### config.mk
export PLATFORM = sky130hd
export DESIGN_NAME = ucs_synth_ctrl
export DESIGN_NICKNAME = d
export VERILOG_FILES = /design/src/ucs_pkg.sv /design/src/ucs_tick_if.sv /design/src/ucs_tick_div.sv /design/src/ucs_synth_ctrl.sv
export SDC_FILE = /design/constraint.sdc
export NUM_CORES = 1
export LEC_CHECK = 0
export ABC_CLOCK_PERIOD_IN_PS = 4400
export BUFFER_PORTS_ARGS = -buffer_cell sky130_fd_sc_hd__buf_2
export CAP_MARGIN = 20
export CORE_UTILIZATION = 49
export CTS_CLUSTER_SIZE = 25
export DETAILED_ROUTE_END_ITERATION = 6
export PLACE_DENSITY_LB_ADDON = 0.1
export SLEW_MARGIN = 20
export SYNTH_ARGS = -nofsm -noshare
export SYNTH_HDL_FRONTEND = slang
export SYNTH_SLANG_ARGS = --single-unit
export TNS_END_PERCENT = 30
### constraint.sdc
create_clock -name CLK_I -period 4.4 [get_ports CLK_I]
set_input_delay 1.32 -clock CLK_I [delete_from_list [all_inputs] [get_ports CLK_I]]
set_output_delay 1.32 -clock CLK_I [all_outputs]
set_load 0.02 [all_outputs]
### src/ucs_pkg.sv
package ucs_pkg;

    localparam logic [15:0] CTRL_ADDR      = 16'h1f00;
    localparam logic [15:0] CTRL_RESET     = 16'h0000;
    localparam int          SCALE_MSB      = 15;
    localparam int          SCALE_LSB      = 12;
    localparam int          HALVE_BIT      = 11;
    localparam int          COUNT_MSB      = 10;
    localparam int          COUNT_LSB      = 3;
    localparam int          FORCE_ON_BIT   = 2;
    localparam int          MODE_BIT       = 1;
    localparam int          ELAPSED_BIT    = 0;
    localparam logic [3:0]  TICK_DIVIDE    = 4'hf;
    localparam logic [3:0]  SCALE_MAX_CODE = 4'hf;

    typedef enum logic [2:0] {
        UCS_MUL_1      = 3'h0,
        UCS_MUL_K      = 3'h1,
        UCS_MUL_K_HALF = 3'h2,
        UCS_MUL_KM1_Q  = 3'h3,
        UCS_DIV_2      = 3'h4,
        UCS_DIV_4      = 3'h5
    } ucs_ratio_type;

endpackage : ucs_pkg

### src/ucs_tick_if.sv
`timescale 1ns/1ps
interface ucs_tick_if;
    logic run;
    logic tick;
    modport ctrl (output run, input tick);
    modport div  (input run, output tick);
endinterface : ucs_tick_if

### src/ucs_tick_div.sv
`timescale 1ns/1ps
module ucs_tick_div (
    // Clock and reset
    input  wire logic  clk_i,
    input  wire logic  resetn_i,
    input  wire logic  ref_en_i,
    // Control side
    ucs_tick_if.div    tif
);
    logic [3:0] cnt_reg;

    // One tick per sixteen reference clock cycles while running.
    always_ff @(posedge clk_i) begin
        if (!resetn_i || !tif.run) begin
            cnt_reg <= 4'h0;
        end else if (ref_en_i) begin
            cnt_reg <= cnt_reg + 4'h1;
        end
    end

    assign tif.tick = tif.run && ref_en_i && (cnt_reg == ucs_pkg::TICK_DIVIDE);
endmodule : ucs_tick_div

### src/ucs_synth_ctrl.sv
`timescale 1ns/1ps
// How it works
// - Synthesizer output feeds the USB clock only when source select is 1.
// - After reset mode is bypass, input divided only.
// - Control register answers at I/O address 1f00.
// - Oscillator enable is mode bit OR force-on bit.
// - Scale factor K equals the 4-bit code plus one.
// - Halving bit matters only in lock mode.
// - Countdown field is bits 10 to 3, read/write, 0 to 255.
// - After mode rises, countdown drops once every 16 reference cycles.
// - Elapsed flag at bit 0 sets when countdown reaches zero.
// - Mode 0 selects bypass; mode 1 selects lock and starts oscillator.
// - Force-on 1 starts oscillator; 0 stops it only if mode is 0.
// - Bypass divides by two for K 1-15, by four for K 16.
// - Lock, halving 0: times K for K 1-15, times one for 16.
// - Lock, halving 1: K/2 for odd K, (K-1)/4 for even K.
module ucs_synth_ctrl (
    // Clock and reset
    input  wire logic        CLK_I,
    input  wire logic        RESETN_I,
    // Reference input clock, raw from its pin
    input  wire logic        REF_CLK_I,
    // I/O space access
    input  wire logic [15:0] IO_ADDR_I,
    input  wire logic        IO_WR_I,
    input  wire logic        IO_RD_I,
    input  wire logic [15:0] IO_WDATA_I,
    output logic      [15:0] IO_RDATA_O,
    output logic             IO_SEL_O,
    // Clock source selection
    input  wire logic        SYNTH_SOURCE_SELECT_I,
    output logic             SYNTH_USED_O,
    // Analog synthesizer controls
    output logic             OSC_ENABLE_O,
    output logic             LOCK_MODE_O,
    output logic      [3:0]  SCALE_FACTOR_CODE_O,
    output logic      [4:0]  SCALE_K_O,
    output logic      [2:0]  RATIO_O,
    output logic             LOCK_ELAPSED_O
);
    logic [2:0]  ref_sync_reg;
    logic        ref_en;
    logic [3:0]  scale_reg;
    logic        halve_reg;
    logic [7:0]  count_reg;
    logic        force_on_reg;
    logic        mode_reg;
    logic        elapsed_reg;
    logic        counting_reg;
    logic        hit;
    logic        wr;
    logic        mode_next;
    ucs_pkg::ucs_ratio_type ratio_next;

    ucs_tick_if tif ();

    // Reference clock is sampled twice before any logic looks at it.
    always_ff @(posedge CLK_I) begin
        if (!RESETN_I) begin
            ref_sync_reg <= 3'h0;
        end else begin
            ref_sync_reg <= {ref_sync_reg[1:0], REF_CLK_I};
        end
    end

    assign ref_en = ref_sync_reg[1] && !ref_sync_reg[2];

    assign hit       = (IO_ADDR_I == ucs_pkg::CTRL_ADDR);
    assign wr        = hit && IO_WR_I;
    assign mode_next = wr ? IO_WDATA_I[ucs_pkg::MODE_BIT] : mode_reg;
    assign IO_SEL_O  = hit && (IO_WR_I || IO_RD_I);

    // Configuration fields.
    always_ff @(posedge CLK_I) begin
        if (!RESETN_I) begin
            scale_reg    <= ucs_pkg::CTRL_RESET[ucs_pkg::SCALE_MSB:ucs_pkg::SCALE_LSB];
            halve_reg    <= ucs_pkg::CTRL_RESET[ucs_pkg::HALVE_BIT];
            force_on_reg <= ucs_pkg::CTRL_RESET[ucs_pkg::FORCE_ON_BIT];
            mode_reg     <= ucs_pkg::CTRL_RESET[ucs_pkg::MODE_BIT];
        end else if (wr) begin
            scale_reg    <= IO_WDATA_I[ucs_pkg::SCALE_MSB:ucs_pkg::SCALE_LSB];
            halve_reg    <= IO_WDATA_I[ucs_pkg::HALVE_BIT];
            force_on_reg <= IO_WDATA_I[ucs_pkg::FORCE_ON_BIT];
            mode_reg     <= IO_WDATA_I[ucs_pkg::MODE_BIT];
        end
    end

    // Countdown runs from the rising edge of mode until a tick finds the count already at zero.
    always_ff @(posedge CLK_I) begin
        if (!RESETN_I) begin
            counting_reg <= 1'b0;
        end else if (!mode_next) begin
            counting_reg <= 1'b0;
        end else if (!mode_reg) begin
            counting_reg <= 1'b1;
        end else if (tif.tick && count_reg == 8'h00) begin
            counting_reg <= 1'b0;
        end
    end

    assign tif.run = counting_reg;

    // A tick at a nonzero count wins over a software write to the count in the same cycle.
    always_ff @(posedge CLK_I) begin
        if (!RESETN_I) begin
            count_reg <= ucs_pkg::CTRL_RESET[ucs_pkg::COUNT_MSB:ucs_pkg::COUNT_LSB];
        end else if (tif.tick && count_reg != 8'h00) begin
            count_reg <= count_reg - 8'h01;
        end else if (wr) begin
            count_reg <= IO_WDATA_I[ucs_pkg::COUNT_MSB:ucs_pkg::COUNT_LSB];
        end
    end

    // Elapsed flag: set wins over the clear from a mode drop.
    always_ff @(posedge CLK_I) begin
        if (!RESETN_I) begin
            elapsed_reg <= 1'b0;
        end else if (counting_reg && mode_reg && count_reg == 8'h00
                     && (tif.tick || !counting_reg)) begin
            elapsed_reg <= 1'b1;
        end else if (counting_reg && tif.tick && count_reg == 8'h01) begin
            elapsed_reg <= 1'b1;
        end else if (!mode_next) begin
            elapsed_reg <= 1'b0;
        end
    end

    ucs_tick_div u_tick (
        .clk_i    (CLK_I),
        .resetn_i (RESETN_I),
        .ref_en_i (ref_en),
        .tif      (tif)
    );

    // Output ratio selection.
    always_comb begin
        ratio_next = ucs_pkg::UCS_DIV_2;
        if (!mode_reg) begin
            ratio_next = (scale_reg == ucs_pkg::SCALE_MAX_CODE) ? ucs_pkg::UCS_DIV_4
                                                                : ucs_pkg::UCS_DIV_2;
        end else if (!halve_reg) begin
            ratio_next = (scale_reg == ucs_pkg::SCALE_MAX_CODE) ? ucs_pkg::UCS_MUL_1
                                                                : ucs_pkg::UCS_MUL_K;
        end else begin
            ratio_next = scale_reg[0] ? ucs_pkg::UCS_MUL_KM1_Q
                                      : ucs_pkg::UCS_MUL_K_HALF;
        end
    end

    // Read data and control outputs come from flip-flops.
    always_ff @(posedge CLK_I) begin
        if (!RESETN_I) begin
            IO_RDATA_O          <= 16'h0000;
            SYNTH_USED_O        <= 1'b0;
            OSC_ENABLE_O        <= 1'b0;
            LOCK_MODE_O         <= 1'b0;
            SCALE_FACTOR_CODE_O <= 4'h0;
            SCALE_K_O           <= 5'h01;
            RATIO_O             <= 3'h4;
            LOCK_ELAPSED_O      <= 1'b0;
        end else begin
            IO_RDATA_O          <= (hit && IO_RD_I)
                                   ? {scale_reg, halve_reg, count_reg, force_on_reg,
                                      mode_reg, elapsed_reg}
                                   : 16'h0000;
            SYNTH_USED_O        <= SYNTH_SOURCE_SELECT_I;
            OSC_ENABLE_O        <= mode_reg || force_on_reg;
            LOCK_MODE_O         <= mode_reg;
            SCALE_FACTOR_CODE_O <= scale_reg;
            SCALE_K_O           <= {1'b0, scale_reg} + 5'h01;
            RATIO_O             <= ratio_next;
            LOCK_ELAPSED_O      <= elapsed_reg;
        end
    end

endmodule : ucs_synth_ctrl

==> run_results.csv, run 1 <==
group,metric,value,unit
yosys,yosysTopAreaCell,"dfxtp_1",
critical_path,worstPathBufferInverterCount,2,
critical_path,crit_required,3080,ps
sta,final.period_utilization,89.42,%
power,p_int,0.6862,mW
clock_tree,htreeDepth,2,
power,power,0.8493,mW
sta,setup_viol,0,
drt,drtIter0Drc,60,
yosys,synth_area_leaders,"dfxtp_1, and2_1, nand2_1",
sta,min_period,3934,ps
job,drv_cap,0,
sta,rsz0062_at_grt,"false",
yosys,ys_warn_count,0,
clock_tree,postCtsSetupBuffers,0,
yosys,synth_ff_type,"dfxtp_1",
yosys,async_reset_ff_share,0,%
sta,worst_pin_slew,662.5,ps
drt,via_per_inst,5.153,
global_route,grt_max_degree,22,
global_route,grtUsageMet1,25.75,%
clock_tree,clock_path_buffers,2,
critical_path,slowest_stage,"or4_4",
floorplan,core_area,4086,µm²
critical_path,critPathLaunchType,"input pin",
global_route,met2_usage,30.45,%
drt,drt_pass1_iterations,6,
power,peakVddDrop,0.1485,mV
cells_and_area,antenna_cells,0,
global_route,busiest_layer,"met2",
critical_path,crit_fanout,4,
outcome,run_status,"finished clean",
sta,finClkSkew,7.541,ps
sta,final_max_slew_viol_count,0,
yosys,synth.avg_cell_area,9.651,µm²
drt,postRouteAntennaNets,0,
yosys,syn_nets,263,
yosys,synth_seq_cells,56,
yosys,synth_cell_types,39,
power,p_per_area,327.8,nW/µm²
floorplan,dieHeight,67.83,µm
yosys,synth_area,2123,µm²
clock_tree,cts_root_buf,"clkbuf_8",
cells_and_area,drive_above_1_share,28.72,%
global_route,grt_pass1_wl,6534,µm
critical_path,path_cells,"buf_2 > or4_4 > nor4_4 > nand2_1 > nand2_1 > buf_2",
cells_and_area,nFillCells,347,
critical_path,slowest_delay,530,ps
yosys,ys_seq_area_share,52.80,%
clock_tree,clk_pin_slew,90,ps
global_route,grt_pass1_vias,1472,
clock_tree,numCtsBuffers,5,
critical_path,cp.arrival,2610,ps
power,p_leak,1.214,nW
power,switching_share,19.21,%
cells_and_area,stdcell_area,2591,µm²
power,pwr-share-seq,59.9,%
yosys,netlist.area_leader.share,52.80,%
place,io_buffers,69,
cells_and_area,syn_to_final_growth,22.04,%
floorplan,die_area,4600,µm²
drt,drt_wl_total,4279,µm
clock_tree,worstSkewPairLatency,300,ps
clock_tree,cts_tree,"built",
power,power.switching,0.1632,mW
cells_and_area,final_nets,333,
floorplan,ios,71,
floorplan,die_w,67.83,µm
sta,slew_headroom,55.79,%
critical_path,cp_top_family,"simple AND/OR/NAND/NOR gates",
power,pwr-share-clk,36.9,%
place,placed_cells,333,
global_route,grt.total_usage,19.73,%
drt,drt-wirelength-per-cell,12.62,µm
clock_tree,clock-sinks,56,
global_route,overflow,0,
clock_tree,cts_resized,0,
floorplan,initial_core_util,51.96,%
yosys,synth_cells,220,
critical_path,critical_path_class,"input pin to output port",
sta,max_freq,254.2,MHz
cells_and_area,final_common_cell,"buf_2",
critical_path,cp-end-kind,"output port",
drt,drc,0,
cells_and_area,final_cell_mix,"buf_2, dfxtp_1, nand2_1, and2_1, nor2_1",
place,place_congestion,0.7964,
cells_and_area,largest_reg_flops,16,
hold_path,hold_path_class,"flop to flop",
sta,hold_violations,0,
power,comb_power_share,3.2,%
drt,num_vias,1747,
place,hpwl,3020,µm
sta,tns,0,ps
global_route,use_met3,5.333,%
yosys,synth_edf_count,0,
floorplan,num_rows,23,
place,dpl_cell_area,2492,µm²
clock_tree,holdBufCountCts,0,
cells_and_area,stdcell_count,339,
global_route,antenna_found_initial,0,
==> final cells by class <==
cell class | instances | area [µm²] | area share (%)
Tap cell | 50 | 62.56 | 2.414
Multi-Input combinational cell | 149 | 922.1 | 35.59
Clock inverter | 1 | 30.03 | 1.159
Sequential cell | 56 | 1121 | 43.26
Clock buffer | 5 | 68.82 | 2.656
Timing Repair Buffer | 71 | 360.3 | 13.91
Inverter | 7 | 26.28 | 1.014
==> cells in the mapped netlist, drive strengths merged, types with 3 or more instances <==
master,count
a21oi,9
a31oi,5
and2,20
and3,9
buf,3
clkbuf,5
dfxtp,56
ha,5
inv,7
mux2i,5
nand2,24
nand2b,3
nand3,11
nor2,17
nor2b,3
nor3,7
o21ai,4
xor2,3
==> path summary, 6_finish.rpt <==
kind                                        start  cells after the start  slack [ps]      endpoint
worst max-delay path                 IO_ADDR_I[1]                      6         470      IO_SEL_O
worst min-delay path                 force_on_reg                      2         470  force_on_reg
worst max register to register  u_tick.cnt_reg[0]                      6        2160  count_reg[0]
worst min register to register       force_on_reg                      2         470  force_on_reg
==> routing by layer <==
metal | vias up | share of wire [%]
li1 | 892 | -
met1 | 791 | 47
met2 | 62 | 46
met3 | 2 | 6.3
met4 | 0 | 0.42
met5 | - | 0
==> per-stage QoR <==
step                utilization [%]  worst slack [ps]  hold WS (ps)
floorplan                         -             388.9         411.9
finish                        63.41             465.5         468.5
detailed placement            60.99             449.1         429.6
CTS                           63.41             454.5         468.7
global route                  63.41             375.3         481.6
global placement              60.99             468.3         428.2
==> cells by family after synthesis <==
family	count (synthesis)	share of synthesized area, %
buffers and inverters	15	3.772
multiplexers	5	2.357
adder cells (fa/ha/maj)	5	2.946
AO/OA/AOI/OAI	30	9.429
flip-flops	56	52.80
AND/OR/NAND/NOR	104	26.64
XOR/XNOR	5	2.063
==> worst min-delay path: cells and delay by family, from the launching register on <==
| family | cells | cell delay, ps |
|---|---|---|
| AOI/OAI and AO/OA | 1 | 50 |
| DFF | 1 | 330 |
| and+or+nand+nor | 1 | 50 |
==> power by group through the flow <==
stage | Clock (mW) | Sequential, mW | Combinational [mW]
floorplan | 0 | 0.521 | 0.00857
global placement | 0 | 0.520 | 0.0273
detailed placement | 0 | 0.520 | 0.0278
CTS | 0.321 | 0.508 | 0.0280
global route | 0.342 | 0.509 | 0.0304
finish | 0.313 | 0.508 | 0.0275
(Power assumes the default switching activity.)
==> inputs of run 2 (changes only) <==
--- a/config.mk
+++ b/config.mk
@@ -11,7 +11,7 @@
 export CORE_UTILIZATION = 49
 export CTS_CLUSTER_SIZE = 25
 export DETAILED_ROUTE_END_ITERATION = 6
-export PLACE_DENSITY_LB_ADDON = 0.1
+export PLACE_DENSITY = 0.88
 export SLEW_MARGIN = 20
 export SYNTH_ARGS = -nofsm -noshare
 export SYNTH_HDL_FRONTEND = slang
==> run 2 against run 1 <==
Compared with the run above:
- sequential share of layout area about the same
- wire length increased by 3.5%
- worst hold slack got worse by 19 ps
- clock power decreased by 11%
- flip-flop and latch count unchanged
- register-to-register slack about the same
- via count increased by 4.5%
- critical path type unchanged
- largest cell class unchanged
==> run_results.csv, run 2 (synthesized netlist as in run 1, its figures left out) <==
group,metric,value,unit
hold_path,hold_path_class,"flop to flop",
place,io_buffers,69,
floorplan,core_area,4086,µm²
critical_path,cp.arrival,2620,ps
drt,via_per_inst,5.339,
drt,num_vias,1826,
cells_and_area,final_core_util,63.35,%
critical_path,cp-end-kind,"output port",
global_route,busiest_layer,"met2",
global_route,grt_max_degree,22,
power,peakVddDrop,0.1361,mV
sta,slew_headroom,57.73,%
clock_tree,worstSkewPairLatency,310,ps
sta,holdWs,449.2,ps
global_route,overflow,0,
global_route,use_met3,8.000,%
power,p_leak,1.211,nW
outcome,run_status,"finished clean",
floorplan,num_rows,23,
sta,final_max_slew_viol_count,0,
clock_tree,cts_tree,"built",
drt,drtIter0Drc,93,
cells_and_area,stdcell_area,2589,µm²
critical_path,path_cells,"buf_2 > or4_4 > nor4_4 > nand2_1 > nand2_1 > buf_2",
sta,worst_slack,461.6,ps
critical_path,worstPathBufferInverterCount,2,
sta,hold_violations,0,
clock_tree,postCtsSetupBuffers,0,
critical_path,critPathLaunchType,"input pin",
global_route,grt.total_usage,21.41,%
drt,drt_wl_total,4430,µm
drt,drt-wirelength-per-cell,12.95,µm
cells_and_area,antenna_cells,0,
floorplan,die_w,67.83,µm
floorplan,ios,71,
sta,min_period,3938,ps
sta,rsz0062_at_grt,"false",
floorplan,die_area,4600,µm²
place,dpl_cell_area,2500,µm²
cells_and_area,final_nets,334,
global_route,grtUsageMet1,23.45,%
clock_tree,clock-sinks,56,
critical_path,crit_fanout,4,
critical_path,cp_top_family,"simple AND/OR/NAND/NOR gates",
clock_tree,cts_root_buf,"clkbuf_8",
floorplan,initial_core_util,51.96,%
global_route,met2_usage,36.63,%
clock_tree,clk_pin_slew,90,ps
clock_tree,holdBufCountCts,0,
cells_and_area,largest_reg_flops,16,
sta,final.period_utilization,89.51,%
sta,finClkSkew,9.991,ps
drt,drt_pass1_iterations,4,
sta,max_freq,253.9,MHz
critical_path,slowest_delay,530,ps
clock_tree,numCtsBuffers,5,
critical_path,crit_required,3080,ps
place,hpwl,3216,µm
power,p_per_area,314.5,nW/µm²
global_route,grt_pass1_vias,1715,
drt,drc,0,
cells_and_area,syn_to_final_growth,21.92,%
sta,setup_viol,0,
drt,postRouteAntennaNets,0,
job,drv_cap,0,
sta,worst_pin_slew,633.3,ps
sta,tns,0,ps
place,dpl_worst_slack,451.3,ps
cells_and_area,drive_above_1_share,29.11,%
cells_and_area,final_cell_mix,"buf_2, dfxtp_1, nand2_1, and2_1, nor2_1",
place,place_congestion,0.8981,
global_route,grt_pass1_wl,7176,µm
clock_tree,clock_path_buffers,2,
clock_tree,htreeDepth,2,
critical_path,slowest_stage,"or4_4",
floorplan,dieHeight,67.83,µm
clock_tree,cts_resized,0,
critical_path,critical_path_class,"input pin to output port",
cells_and_area,final_common_cell,"buf_2",
global_route,antenna_found_initial,0,
==> run 2: cell types whose count changed in the layout (fill, tap and decap cells not counted) <==
cell	change
bufinv_16	-1
clkinv_4	+1
clkbuf_1	+1
buf_4	+1
clkinvlp_4	+1
==> run 2: report_power, final <==
| group | internal, mW | switching, mW | total, mW |
|---|---|---|---|
| logic | 0.0149 | 0.0128 | 0.0277 |
| clock network | 0.114 | 0.164 | 0.278 |
| registers | 0.508 | 0.000495 | 0.508 |
| total | 0.636 | 0.178 | 0.814 |
==> run 2: worst paths after layout <==
path	from	end	slack, ps	cells past startpoint
worst min-delay path	ref_sync_reg[0]	ref_sync_reg[1]	450	1
worst min register to register	ref_sync_reg[0]	ref_sync_reg[1]	450	1
worst max register to register	u_tick.cnt_reg[0]	count_reg[0]	2170	6
worst max-delay path	IO_ADDR_I[1]	IO_SEL_O	460	6
==> run 2: metrics by stage <==
step                      std cells  power (mW)
after floorplan                 220      0.5294
after global placement          334      0.5479
after detailed placement        334      0.5482
after CTS                       342      0.8177
after global routing            342      0.8438
final                           342      0.8142
==> run 2: final cells by class <==
cell class / instances / area [µm²]
clock buffer: 6 / 72.57
clock inverter: 2 / 16.27
fill: 348 / 1498
inverter: 7 / 26.28
multi-input combinational: 149 / 922.1
sequential: 56 / 1121
tap: 50 / 62.56
timing repair buffer: 72 / 367.9
==> run 2: routing by layer <==
| metal | vias to the layer above | share of wire, % |
|---|---|---|
| li1 | 897 | - |
| met1 | 837 | 41 |
| met2 | 79 | 49 |
| met3 | 13 | 7.1 |
| met4 | 0 | 2.5 |
| met5 | - | 0 |
